$ cat config.mk
export PLATFORM = sky130hd
export DESIGN_NAME = opc_regs
export DESIGN_NICKNAME = d
export VERILOG_FILES = /design/src/hw/opc_pkg.sv /design/src/hw/opc_regs.sv
export SDC_FILE = /design/constraint.sdc
export NUM_CORES = 1
export LEC_CHECK = 0
export ABC_AREA = 1
export BUFFER_PORTS_ARGS = -buffer_cell sky130_fd_sc_hd__buf_2
export CAP_MARGIN = 10
export CORE_AREA = 2 2 81 63
export DETAILED_ROUTE_END_ITERATION = 12
export DIE_AREA = 0 0 83 65
export PLACE_DENSITY = 0.95
export SYNTH_ARGS = -nofsm -noshare
export SYNTH_HDL_FRONTEND = slang
export SYNTH_SLANG_ARGS = --single-unit
$ cat constraint.sdc
create_clock -name aclk -period 1.7 [get_ports aclk]
set_input_delay 0.17 -clock aclk [delete_from_list [all_inputs] [get_ports aclk]]
set_output_delay 0.17 -clock aclk [all_outputs]
set_load 0.05 [all_outputs]
$ cat src/hw/opc_pkg.sv
// Package for the amplifier control register bank
package opc_pkg;
   localparam int          NUM_AMPS       = 2;
   localparam logic [11:0] AMP1_CTRL_OFFS = 12'h000;
   localparam logic [11:0] AMP2_CTRL_OFFS = 12'h004;
   localparam int          ENABLE_BIT     = 7;
   localparam int          SPEED_BIT      = 6;
   localparam int          UNITY_BIT      = 4;
   localparam int          CHAN_LSB       = 0;
   localparam logic [7:0]  CTRL_RESET     = 8'h00;
   localparam logic [7:0]  CTRL_IMPL_MASK = 8'hd3;
   localparam logic [1:0]  CHAN_FIXED_REF = 2'h3;
   localparam logic [1:0]  CHAN_RESERVED  = 2'h2;
   localparam logic [1:0]  RESP_OKAY      = 2'h0;
   localparam logic [1:0]  RESP_SLVERR    = 2'h2;

   // Static settings handed to one analog amplifier
   typedef struct packed {
      logic       enable;
      logic       high_speed;
      logic       unity_feedback;
      logic       inv_pin_released;
      logic       out_driver_tristate;
      logic [1:0] noninv_channel_select;
      logic       fixed_ref_select;
   } opc_amp_cfg_t;
endpackage

$ cat src/hw/opc_regs.sv
// AXI4-Lite register bank driving two amplifier control settings
//
// The implementer's own choices: register access over AXI4-Lite and the register addresses.
`timescale 1ns/1ps
`default_nettype none
// Notes on behaviour
// - Enable bit 7 switches the amplifier on; cleared means no active power.
// - Bit 6 set selects the high gain-bandwidth mode.
// - Unity bit set feeds output back and frees the inverting pin.
// - Unity bit clear connects the inverting input to its external pin.
// - Bits 5 and 3-2 always read as zero.
// - Reset clears every control register, leaving amplifiers disabled.
// - Enabled amplifier tristates the pin's normal digital output driver.
module opc_regs (
   input  wire logic                 aclk,
   input  wire logic                 aresetn,
   input  wire logic [11:0]          s_axi_awaddr,
   input  wire logic                 s_axi_awvalid,
   output var  logic                 s_axi_awready,
   input  wire logic [31:0]          s_axi_wdata,
   input  wire logic [3:0]           s_axi_wstrb,
   input  wire logic                 s_axi_wvalid,
   output var  logic                 s_axi_wready,
   output var  logic [1:0]           s_axi_bresp,
   output var  logic                 s_axi_bvalid,
   input  wire logic                 s_axi_bready,
   input  wire logic [11:0]          s_axi_araddr,
   input  wire logic                 s_axi_arvalid,
   output var  logic                 s_axi_arready,
   output var  logic [31:0]          s_axi_rdata,
   output var  logic [1:0]           s_axi_rresp,
   output var  logic                 s_axi_rvalid,
   input  wire logic                 s_axi_rready,
   output var  opc_pkg::opc_amp_cfg_t amp1_cfg,
   output var  opc_pkg::opc_amp_cfg_t amp2_cfg
);
   logic [7:0]  ctrl_q [2];
   logic [7:0]  ctrl_d [2];
   logic        aw_held_q, aw_held_d, w_held_q, w_held_d;
   logic [11:0] awaddr_q, awaddr_d;
   logic [7:0]  wbyte_q, wbyte_d;
   logic        wlane_q, wlane_d;
   logic        bvalid_q, bvalid_d, rvalid_q, rvalid_d;
   logic [1:0]  bresp_q, bresp_d, rresp_q, rresp_d;
   logic [31:0] rdata_q, rdata_d;
   opc_pkg::opc_amp_cfg_t cfg_q [2];
   opc_pkg::opc_amp_cfg_t cfg_d [2];
   logic        awready_q, awready_d, wready_q, wready_d;
   logic        arready_q, arready_d;

   function automatic opc_pkg::opc_amp_cfg_t decode(input logic [7:0] r);
      opc_pkg::opc_amp_cfg_t c;
      c = '0;
      c.enable                = r[opc_pkg::ENABLE_BIT];
      c.high_speed            = r[opc_pkg::SPEED_BIT];
      c.unity_feedback        = r[opc_pkg::UNITY_BIT];
      c.inv_pin_released      = r[opc_pkg::UNITY_BIT];
      c.out_driver_tristate   = r[opc_pkg::ENABLE_BIT];
      c.noninv_channel_select = r[opc_pkg::CHAN_LSB +: 2];
      c.fixed_ref_select      =
         (r[opc_pkg::CHAN_LSB +: 2] == opc_pkg::CHAN_FIXED_REF);
      return c;
   endfunction

   always_comb begin
      aw_held_d = aw_held_q;
      w_held_d  = w_held_q;
      awaddr_d  = awaddr_q;
      wbyte_d   = wbyte_q;
      wlane_d   = wlane_q;
      bvalid_d  = bvalid_q;
      bresp_d   = bresp_q;
      rvalid_d  = rvalid_q;
      rresp_d   = rresp_q;
      rdata_d   = rdata_q;
      ctrl_d    = ctrl_q;
      if (s_axi_awvalid && s_axi_awready) begin
         aw_held_d = 1'b1;
         awaddr_d  = s_axi_awaddr;
      end
      if (s_axi_wvalid && s_axi_wready) begin
         w_held_d = 1'b1;
         wbyte_d  = s_axi_wdata[7:0];
         wlane_d  = s_axi_wstrb[0];
      end
      if (aw_held_q && w_held_q && !bvalid_q) begin
         aw_held_d = 1'b0;
         w_held_d  = 1'b0;
         bvalid_d  = 1'b1;
         bresp_d   = opc_pkg::RESP_OKAY;
         if (awaddr_q == opc_pkg::AMP1_CTRL_OFFS) begin
            if (wlane_q)
               ctrl_d[0] = wbyte_q & opc_pkg::CTRL_IMPL_MASK;
         end else if (awaddr_q == opc_pkg::AMP2_CTRL_OFFS) begin
            if (wlane_q)
               ctrl_d[1] = wbyte_q & opc_pkg::CTRL_IMPL_MASK;
         end else begin
            bresp_d = opc_pkg::RESP_SLVERR;
         end
      end
      if (bvalid_q && s_axi_bready)
         bvalid_d = 1'b0;
      if (rvalid_q && s_axi_rready)
         rvalid_d = 1'b0;
      if (s_axi_arvalid && s_axi_arready) begin
         rvalid_d = 1'b1;
         rresp_d  = opc_pkg::RESP_OKAY;
         rdata_d  = 32'h0000_0000;
         if (s_axi_araddr == opc_pkg::AMP1_CTRL_OFFS)
            rdata_d[7:0] = ctrl_q[0] & opc_pkg::CTRL_IMPL_MASK;
         else if (s_axi_araddr == opc_pkg::AMP2_CTRL_OFFS)
            rdata_d[7:0] = ctrl_q[1] & opc_pkg::CTRL_IMPL_MASK;
         else
            rresp_d = opc_pkg::RESP_SLVERR;
      end
      for (int i = 0; i < opc_pkg::NUM_AMPS; i++)
         cfg_d[i] = decode(ctrl_d[i]);
      // Readies are registered so that every bus output leaves a flip-flop
      awready_d = ~aw_held_d & ~bvalid_d;
      wready_d  = ~w_held_d & ~bvalid_d;
      arready_d = ~rvalid_d;
   end

   always_ff @(posedge aclk) begin
      if (!aresetn) begin
         ctrl_q[0] <= opc_pkg::CTRL_RESET;
         ctrl_q[1] <= opc_pkg::CTRL_RESET;
         cfg_q[0]  <= '0;
         cfg_q[1]  <= '0;
         aw_held_q <= 1'b0;
         w_held_q  <= 1'b0;
         awaddr_q  <= 12'h000;
         wbyte_q   <= 8'h00;
         wlane_q   <= 1'b0;
         bvalid_q  <= 1'b0;
         bresp_q   <= 2'h0;
         rvalid_q  <= 1'b0;
         rresp_q   <= 2'h0;
         rdata_q   <= 32'h0000_0000;
         awready_q <= 1'b0;
         wready_q  <= 1'b0;
         arready_q <= 1'b0;
      end else begin
         ctrl_q    <= ctrl_d;
         cfg_q     <= cfg_d;
         aw_held_q <= aw_held_d;
         w_held_q  <= w_held_d;
         awaddr_q  <= awaddr_d;
         wbyte_q   <= wbyte_d;
         wlane_q   <= wlane_d;
         bvalid_q  <= bvalid_d;
         bresp_q   <= bresp_d;
         rvalid_q  <= rvalid_d;
         rresp_q   <= rresp_d;
         rdata_q   <= rdata_d;
         awready_q <= awready_d;
         wready_q  <= wready_d;
         arready_q <= arready_d;
      end
   end

   // Ready only while nothing of that channel is held, so capture is single;
   // registering it costs one idle cycle after reset
   assign s_axi_awready = awready_q;
   assign s_axi_wready  = wready_q;
   assign s_axi_arready = arready_q;
   assign s_axi_bvalid  = bvalid_q;
   assign s_axi_bresp   = bresp_q;
   assign s_axi_rvalid  = rvalid_q;
   assign s_axi_rresp   = rresp_q;
   assign s_axi_rdata   = rdata_q;
   assign amp1_cfg      = cfg_q[0];
   assign amp2_cfg      = cfg_q[1];

   a_enable_follows: assert property (@(posedge aclk) disable iff (!aresetn)
      amp1_cfg.enable == ctrl_q[0][7])
      else $error("amp1 enable differs from control bit 7");
   a_tristate_enable: assert property (@(posedge aclk) disable iff (!aresetn)
      amp2_cfg.out_driver_tristate == ctrl_q[1][7])
      else $error("amp2 output driver not tristated while enabled");
   a_speed_follows: assert property (@(posedge aclk) disable iff (!aresetn)
      amp1_cfg.high_speed == ctrl_q[0][6])
      else $error("amp1 speed differs from control bit 6");
   a_unity_release: assert property (@(posedge aclk) disable iff (!aresetn)
      ctrl_q[0][4] |-> amp1_cfg.unity_feedback && amp1_cfg.inv_pin_released)
      else $error("inverting pin held under unity feedback");
   a_unity_external: assert property (@(posedge aclk) disable iff (!aresetn)
      !ctrl_q[1][4] |-> !amp2_cfg.unity_feedback && !amp2_cfg.inv_pin_released)
      else $error("amp2 inverting input not on external pin");
   a_channel_decode: assert property (@(posedge aclk) disable iff (!aresetn)
      amp1_cfg.fixed_ref_select == (ctrl_q[0][1:0] == 2'h3))
      else $error("fixed reference select wrong");
   a_unimpl_zero: assert property (@(posedge aclk) disable iff (!aresetn)
      s_axi_rvalid |-> (s_axi_rdata & 32'hffff_ff2c) == 32'h0000_0000)
      else $error("unimplemented bits read non-zero");
   a_reset_clears: assert property (@(posedge aclk)
      !aresetn |=> ctrl_q[0] == 8'h00 && ctrl_q[1] == 8'h00 && !amp1_cfg.enable)
      else $error("reset left control register set");
   a_write_lands: assert property (@(posedge aclk) disable iff (!aresetn)
      aw_held_q && w_held_q && !bvalid_q && wlane_q
      && awaddr_q == 12'h000 |=> ctrl_q[0] == ($past(wbyte_q) & 8'hd3)
      ##1 amp1_cfg.enable == $past(wbyte_q[7], 2))
      else $error("written amp1 value not stored");
   a_enable_two: assert property (@(posedge aclk) disable iff (!aresetn)
      amp2_cfg.enable == ctrl_q[1][7])
      else $error("amp2 enable differs from control bit 7");
   a_channel_raw: assert property (@(posedge aclk) disable iff (!aresetn)
      amp2_cfg.noninv_channel_select == ctrl_q[1][1:0])
      else $error("amp2 channel select differs from control field");
   a_settings_hold: assert property (@(posedge aclk) disable iff (!aresetn)
      !(aw_held_q && w_held_q && !bvalid_q) |=> $stable(ctrl_q[0])
      && $stable(ctrl_q[1]) && $stable(amp1_cfg) && $stable(amp2_cfg))
      else $error("control settings changed without a write");
   a_single_capture: assert property (@(posedge aclk) disable iff (!aresetn)
      s_axi_bvalid |-> !s_axi_awready && !s_axi_wready)
      else $error("write channel ready while a response is pending");
endmodule // opc_regs
`default_nettype wire

==> parameters.txt, run 1 <==
Parameter                              Value

Outcome
  Outcome    completed

Die
  Die Area    0.00540 mm²
  Effective utilization at floorplan    43.6%
  Core region area    0.00471 mm²
  Cell Rows    22
  Die Width    83 µm
  Number of top-level pins    124
  Die height    65 µm

Detailed routing
  Iteration-0 DRC Markers    110
  Router iterations before antenna repair    4
  ANT nets after route    0
  Via count of the routed design    1809
  Final routed wirelength across all metal layers    4.17 mm
  Post-detailed-route via-to-cell ratio    4.47
  Mean routed wirelength per cell    10.3 µm
  Drt drc    0

STA
  Smallest setup slack after layout    0.397 ns
  Peak clock frequency supported by timing    767 MHz
  Fin Clk Skew    0.00920 ns
  Aggregate negative setup slack    0 ns
  Number of setup violations in the final report    0
  Number of failing hold endpoints at the final stage    0
  RSZ-0062 raised after global routing    false
  Post-layout minimum cycle time    1.30 ns
  Period utilization    76.7%
  Number of slew-limit violations in the final report    0

Final layout
  Diode count    0
  Final Instance Count excl. Fillers    405
  Finished Cell Area    0.00236 mm²
  Post-synthesis to final-layout area growth    15.0%
  Layout net count    412
  Share of cells above drive strength 1    25.2%

Setup path
  Launch point of the worst reg-to-reg path    awaddr_q[1]
  Worst setup path endpoint    amp1_cfg[0]
  Capture point of the worst reg-to-reg path    amp1_cfg[0]
  Cell depth of the worst setup path    7
  Cell mode on critical path    sky130_fd_sc_hd__nand3_2
  Worst path top cell family by delay    simple AND/OR/NAND/NOR gates
  Number of buffer and inverter instances along the worst setup path    1
  Cell with the largest stage delay on the worst path    sky130_fd_sc_hd__dfxtp_1
  Start point of the critical path    awaddr_q[1]
  Largest incremental delay on the critical path    0.30 ns
  Crit path required time    1.94 ns
  Cell-by-cell trace of the critical path    inv_1 > nand2_2 > nor2_1 > nand3_2 > nand2_1 > nand3_2 > nor2_2
  Worst-path maximum fanout    8
  Kind of end point of the critical path    flop
  Register-to-register setup slack    0.40 ns
  FF-to-FF path depth    7
  Kind of start point of the critical path    flop
  Critical Path AT    1.54 ns
  CP Class    flop to flop

CTS
  CTS tree    done
  Number of setup buffers added after CTS    0
  Root buffer cell    sky130_fd_sc_hd__clkbuf_8
  Insertion delay to the later sink of the worst-skew pair    0.30 ns
  Post-CTS clock slew at the launch and capture registers of the worst setup and hold paths    0.08 ns
  Total of cells resized after clock tree synthesis    0
  Maximum number of buffers from clock root to sink    2
  Hold-fix buffers at CTS    0
  Total number of H-tree levels    2
  Number of sinks handled by clock tree synthesis    44
  Number of buffers created by CTS    5

Yosys
  Top cells by area in the synthesized netlist    sky130_fd_sc_hd__dfxtp_1 43%, sky130_fd_sc_hd__nor2_1 13%, sky130_fd_sc_hd__buf_4 12%
  Synthesized cell area    0.00205 mm²
  Area share of the largest cell type after synthesis    42.9%
  Leading cell type by number of instances after synthesis    sky130_fd_sc_hd__nor2_1
  Syn_area_per_cell    7.23 µm²
  Fraction of the yosys area taken by sequential cells    42.9%
  Library cell with the largest summed area after synthesis    sky130_fd_sc_hd__dfxtp_1
  Fraction of registers with async set/reset    0%
  Synthesized instance count    284
  Most numerous cell types in the synthesized netlist    71 x sky130_fd_sc_hd__nor2_1, 44 x sky130_fd_sc_hd__dfxtp_1, 34 x sky130_fd_sc_hd__nand2_1
  Warnings, synthesis    0
  Library cells used by synthesis    22
  Post-synth EDFFs    0
  Register bit total from synthesis    44
  Commonest register cell after synthesis    sky130_fd_sc_hd__dfxtp_1

Placed design
  Detail Placement HPWL    3.26 mm
  Weighted congestion at the end of routability-driven global placement    0.818
  Cells after DPL    398
  Worst-case setup slack after placement    0.405 ns
  Count of buffers from port buffering    64
  Placed standard-cell area    0.00228 mm²

GRT
  Remaining global-route overflow    0
  Maximum number of pins on one net before global-route repair    29
  Initial antenna violation count    0
  Wire length of the first global-routing pass    6.89 mm
  Tot GR Track Use    15.8%
  Via count of the first global-routing pass    1625

Pwr
  Highest ir drop seen on vdd    0.641 mV
  Total power divided by cell area    920 mW/mm²
  Leak pwr    1.27 nW

Worst hold path
  Hold WC Path Type    input port to flop
  WHS Path Cells    3

Flow run
  # Max-Cap Violations    0
worst min-delay path by stage:
stage | from | to | slack, ns
global placement | s_axi_wdata[7] | wbyte_q[7] | 0.42
finish | s_axi_wdata[7] | wbyte_q[7] | 0.13
global route | s_axi_awaddr[6] | awaddr_q[6] | 0.17
CTS | s_axi_wdata[7] | wbyte_q[7] | 0.14
detailed placement | s_axi_wdata[7] | wbyte_q[7] | 0.44
floorplan | s_axi_awaddr[10] | awaddr_q[10] | 0.34
worst reg2reg max path, stage by stage, from the launching register on:
cell and delay [ns]:
sky130_fd_sc_hd__dfxtp_1 0.30, sky130_fd_sc_hd__inv_1 0.08, sky130_fd_sc_hd__nand2_2 0.06, sky130_fd_sc_hd__nor2_1 0.26, sky130_fd_sc_hd__nand3_2 0.22, sky130_fd_sc_hd__nand2_1 0.13
sky130_fd_sc_hd__nand3_2 0.09, sky130_fd_sc_hd__nor2_2 0.10
state kept, by name (all words and copies together) (netlist names):
signal / count
s_axi_awready: 1
s_axi_bresp: 1
w_held_q: 1
amp1_cfg: 1
aw_held_q: 1
s_axi_rvalid: 1
s_axi_wready: 1
awaddr_q: 12
s_axi_rresp: 1
s_axi_rdata: 5
s_axi_bvalid: 1
s_axi_arready: 1
ctrl_q: 10
amp2_cfg: 1
wlane_q: 1
wbyte_q: 5
area by class of cell:
cell class	count	area, µm²
inverter	33	124
timing repair buffer	66	335
sequential	44	881
fill	452	2340
clock buffer	6	72.6
tap	60	75.1
multi-input combinational	195	870
clock inverter	1	5.00
logic make-up after synthesis:
family | count (synthesis) | synth area share [%]
other cells | 1 | 0.183
mux | 1 | 0.487
buf+inv | 73 | 19.9
simple gates | 134 | 29.0
compound gates | 31 | 7.55
flops | 44 | 42.9
per-stage QoR:
step / total power [W] / utilization [%] / hold WS [ns]
after floorplan: 0.00155 / - / 0.337
after global placement: 0.00157 / 48.5 / 0.423
after detailed placement: 0.00158 / 48.5 / 0.437
after CTS: 0.00217 / 50.2 / 0.142
after global routing: 0.00226 / 50.2 / 0.165
final: 0.00217 / 50.2 / 0.134
layer usage:
| layer | vias to the layer above | wire [µm] | global-route usage [%] |
|---|---|---|---|
| met5 | - | 0 | 0 |
| met4 | 0 | 80 | 6.56 |
| met3 | 10 | 239 | 3.95 |
| met2 | 60 | 1990 | 26.8 |
| met1 | 806 | 1860 | 19.4 |
| li1 | 933 | - | - |
power by group:
| group | internal [W] | switching (W) | total [W] |
|---|---|---|---|
| logic | 0.000101 | 0.000347 | 0.000448 |
| registers | 0.00108 | 0.0000286 | 0.00111 |
| clock network | 0.000280 | 0.000334 | 0.000614 |
layout by cell type, fill, tap and decap left out, types with 3 or more instances in the layout:
cell,netlist,layout
sky130_fd_sc_hd__nand2_1,34,34
sky130_fd_sc_hd__buf_2,3,64
sky130_fd_sc_hd__nand3_1,16,16
sky130_fd_sc_hd__inv_1,28,28
sky130_fd_sc_hd__a21oi_1,10,10
sky130_fd_sc_hd__clkbuf_8,0,5
sky130_fd_sc_hd__nand4_1,3,3
sky130_fd_sc_hd__dfxtp_1,44,44
sky130_fd_sc_hd__conb_1,1,29
sky130_fd_sc_hd__inv_2,5,5
sky130_fd_sc_hd__nor2_1,71,71
sky130_fd_sc_hd__o21ai_0,19,19
Note: power is estimated with default switching activity, not from simulation.
==> inputs of run 2 (changes only) <==
Settings changed: CORE_AREA 2 2 81 63 to 2 2 83 65, DIE_AREA 0 0 83 65 to 0 0 85 67, PLACE_DENSITY 0.95 to 0.91.
Clock period 1.7 ns to 1.34 ns, I/O delays scaled along.
==> run 2 against run 1 <==
Effect of this change: combinational power increased by 36%; hold slack worse by 0.044 ns; wire length grew 9.7%; critical path depth unchanged; utilization grew 0.57 points; via count rose by 2.7%; first-iteration DRC count up 5.5%; clock skew shrank 0.0026 ns; die area grew 5.6%; final cell count is 1.2% higher; global-route usage down 0.53 points; clock-buffer cell count unchanged; critical endpoint is now s_axi_bresp[1].
==> parameters.txt, run 2 (same netlist as run 1, synthesis figures left out) <==
Parameter                              Value

CTS
  Number of buffers created by CTS    5 (unchanged)
  Maximum number of buffers from clock root to sink    2 (unchanged)
  Insertion delay to the later sink of the worst-skew pair    0.29 ns (was 0.30 ns)
  CTS tree    done (unchanged)
  Total number of H-tree levels    2 (unchanged)
  Post-CTS clock slew at the launch and capture registers of the worst setup and hold paths    0.08 ns (about the same)
  Number of sinks handled by clock tree synthesis    44 (unchanged)
  Root buffer cell    sky130_fd_sc_hd__clkbuf_8 (unchanged)
  Hold-fix buffers at CTS    0 (unchanged)

Final layout
  Number of flip-flops under the largest register name    12 (unchanged)
  Most used cells in the layout excluding fill and tap cells    70 x sky130_fd_sc_hd__nor2_1, 64 x sky130_fd_sc_hd__buf_2, 41 x sky130_fd_sc_hd__dfxtp_1 (was 71 x sky130_fd_sc_hd__nor2_1, 64 x sky130_fd_sc_hd__buf_2, 44 x sky130_fd_sc_hd__dfxtp_1)
  Post-synthesis to final-layout area growth    19.0% (was 15.0%)
  Total of fill cells in the finished design    444 (was 452)
  Leading registers by flop count    awaddr_q: 12 flops, ctrl_q: 10 flops (unchanged)
  Layout net count    416 (was 412)
  Final Instance Count excl. Fillers    410 (was 405)
  Area occupied by registers    885 µm² (was 881 µm²)
  Most frequent standard cell in the layout excluding fill and tap cells    sky130_fd_sc_hd__nor2_1 (unchanged)
  Diode count    0 (unchanged)
  Register with the most flip-flops    awaddr_q (unchanged)
  Share of cells above drive strength 1    28.3% (was 25.2%)
  Area taken by multi-input logic gates    888 µm² (was 870 µm²)

Die
  Core region area    0.00482 mm² (was 0.00471 mm²)
  Cell Rows    22 (unchanged)
  Die Width    85 µm (was 83 µm)
  Die height    67 µm (was 65 µm)
  Number of top-level pins    124 (unchanged)
  Effective utilization at floorplan    42.6% (was 43.6%)
  Die Area    0.00570 mm² (was 0.00540 mm²)

Pwr
  Highest ir drop seen on vdd    0.533 mV (was 0.641 mV)
  Leak pwr    1.30 nW (was 1.27 nW)
  Total power divided by cell area    1230 mW/mm² (was 920 mW/mm²)

GRT
  Initial antenna violation count    0 (unchanged)
  Remaining global-route overflow    0 (unchanged)
  Tot GR Track Use    15.3% (was 15.8%)
  Wire length of the first global-routing pass    6.89 mm (unchanged)
  Maximum number of pins on one net before global-route repair    29 (unchanged)
  Via count of the first global-routing pass    1708 (was 1625)

Setup path
  Kind of start point of the critical path    flop (unchanged)
  Kind of end point of the critical path    flop (unchanged)
  Crit path required time    1.50 ns (was 1.94 ns)
  CP Class    flop to flop (unchanged)
  Critical Path AT    1.45 ns (was 1.54 ns)
  Worst-path maximum fanout    4 (was 8)

Detailed routing
  ANT nets after route    0 (unchanged)
  Drt drc    0 (unchanged)
  Final routed wirelength across all metal layers    4.57 mm (was 4.17 mm)
  Via count of the routed design    1858 (was 1809)
  Mean routed wirelength per cell    11.2 µm (was 10.3 µm)
  Post-detailed-route via-to-cell ratio    4.53 (was 4.47)
  Iteration-0 DRC Markers    116 (was 110)
  Router iterations before antenna repair    4 (unchanged)

STA
  Number of failing hold endpoints at the final stage    0 (unchanged)
  Aggregate negative setup slack    0 ns (unchanged)
  RSZ-0062 raised after global routing    true (was false)
  Fin Clk Skew    0.00664 ns (was 0.00920 ns)
  Post-layout minimum cycle time    1.29 ns (was 1.30 ns)
  Number of setup violations in the final report    0 (unchanged)
  Period utilization    96.1% (was 76.7%)
  Peak clock frequency supported by timing    777 MHz (was 767 MHz)
  Number of slew-limit violations in the final report    0 (unchanged)

Flow run
  # Max-Cap Violations    0 (unchanged)

Placed design
  Detail Placement HPWL    3.45 mm (was 3.26 mm)
  Count of buffers from port buffering    64 (unchanged)
  Weighted congestion at the end of routability-driven global placement    0.760 (was 0.818)
  Cells after DPL    400 (was 398)

Outcome
  Outcome    completed (unchanged)

Worst hold path
  Hold WC Path Type    input port to flop (unchanged)
run 2: cell count changes in the layout (fill, tap and decap cells not counted), moves of 2 or more:
cell	before	now
sky130_fd_sc_hd__buf_4	2	6
sky130_fd_sc_hd__dfxtp_1	44	41
sky130_fd_sc_hd__dfxtp_2	0	3
sky130_fd_sc_hd__nand2_1	34	32
sky130_fd_sc_hd__nand2_2	2	4
run 2: area by class of cell:
class | count | area share [%]
Clock buffer | 6 | 2.97
Clock inverter | 2 | 1.43
Inverter | 33 | 5.07
Multi-Input combinational cell | 195 | 36.3
Sequential cell | 44 | 36.2
Tap cell | 60 | 3.07
Timing Repair Buffer | 70 | 14.9
run 2: path summary, 6_finish.rpt:
| path | slack, ns | start | cells after the start | endpoint |
|---|---|---|---|---|
| worst max-delay path | 0.05 | awaddr_q[6] | 7 | s_axi_bresp[1] |
| worst min-delay path | 0.09 | s_axi_wdata[4] | 3 | wbyte_q[4] |
| worst max register to register | 0.05 | awaddr_q[6] | 7 | s_axi_bresp[1] |
| worst min register to register | 0.46 | awaddr_q[0] | 2 | awaddr_q[0] |
run 2: through the flow:
step	utilization, %	worst slack [ns]	hold slack, ns	cell area [µm²]	total power (W)
after detailed placement	47.8	0.0650	0.391	2300	0.00202
after CTS	50.0	0.0463	0.0867	2410	0.00298
after global routing	50.8	-0.0431	0.0942	2440	0.00314
after global placement	47.8	0.0827	0.389	2300	0.00201
after floorplan	-	0.0425	0.301	2160	0.00196
final	50.8	0.0524	0.0900	2440	0.00300
run 2: critical path, stage by stage, from the launching register on:
cell and delay, ns:
sky130_fd_sc_hd__dfxtp_1 0.32, sky130_fd_sc_hd__nor2_1 0.14, sky130_fd_sc_hd__nand2_2 0.09, sky130_fd_sc_hd__nor2_4 0.20, sky130_fd_sc_hd__buf_4 0.14, sky130_fd_sc_hd__o21ai_1 0.05, sky130_fd_sc_hd__mux2i_1 0.15, sky130_fd_sc_hd__nor2_1 0.06
run 2: timing repair:
action	in CTS	in global routing
endpoints found under the setup margin	0	5
gates resized for setup	0	6
setup buffers	0	2
run 2: per-layer routing:
layer	vias up	track usage (%)	part of all wire, %
met1	841	16.7	39
met3	12	4.46	7.3
met4	0	7.14	2.4
met5	-	0	0
met2	59	27.5	51
li1	946	-	-
run 2: report_power, final:
part           internal [W]  switching, W  total, W
Sequential          0.00138     0.0000376   0.00141
Clock              0.000553      0.000424  0.000977
Combinational      0.000154      0.000457  0.000611
Total               0.00208      0.000918   0.00300
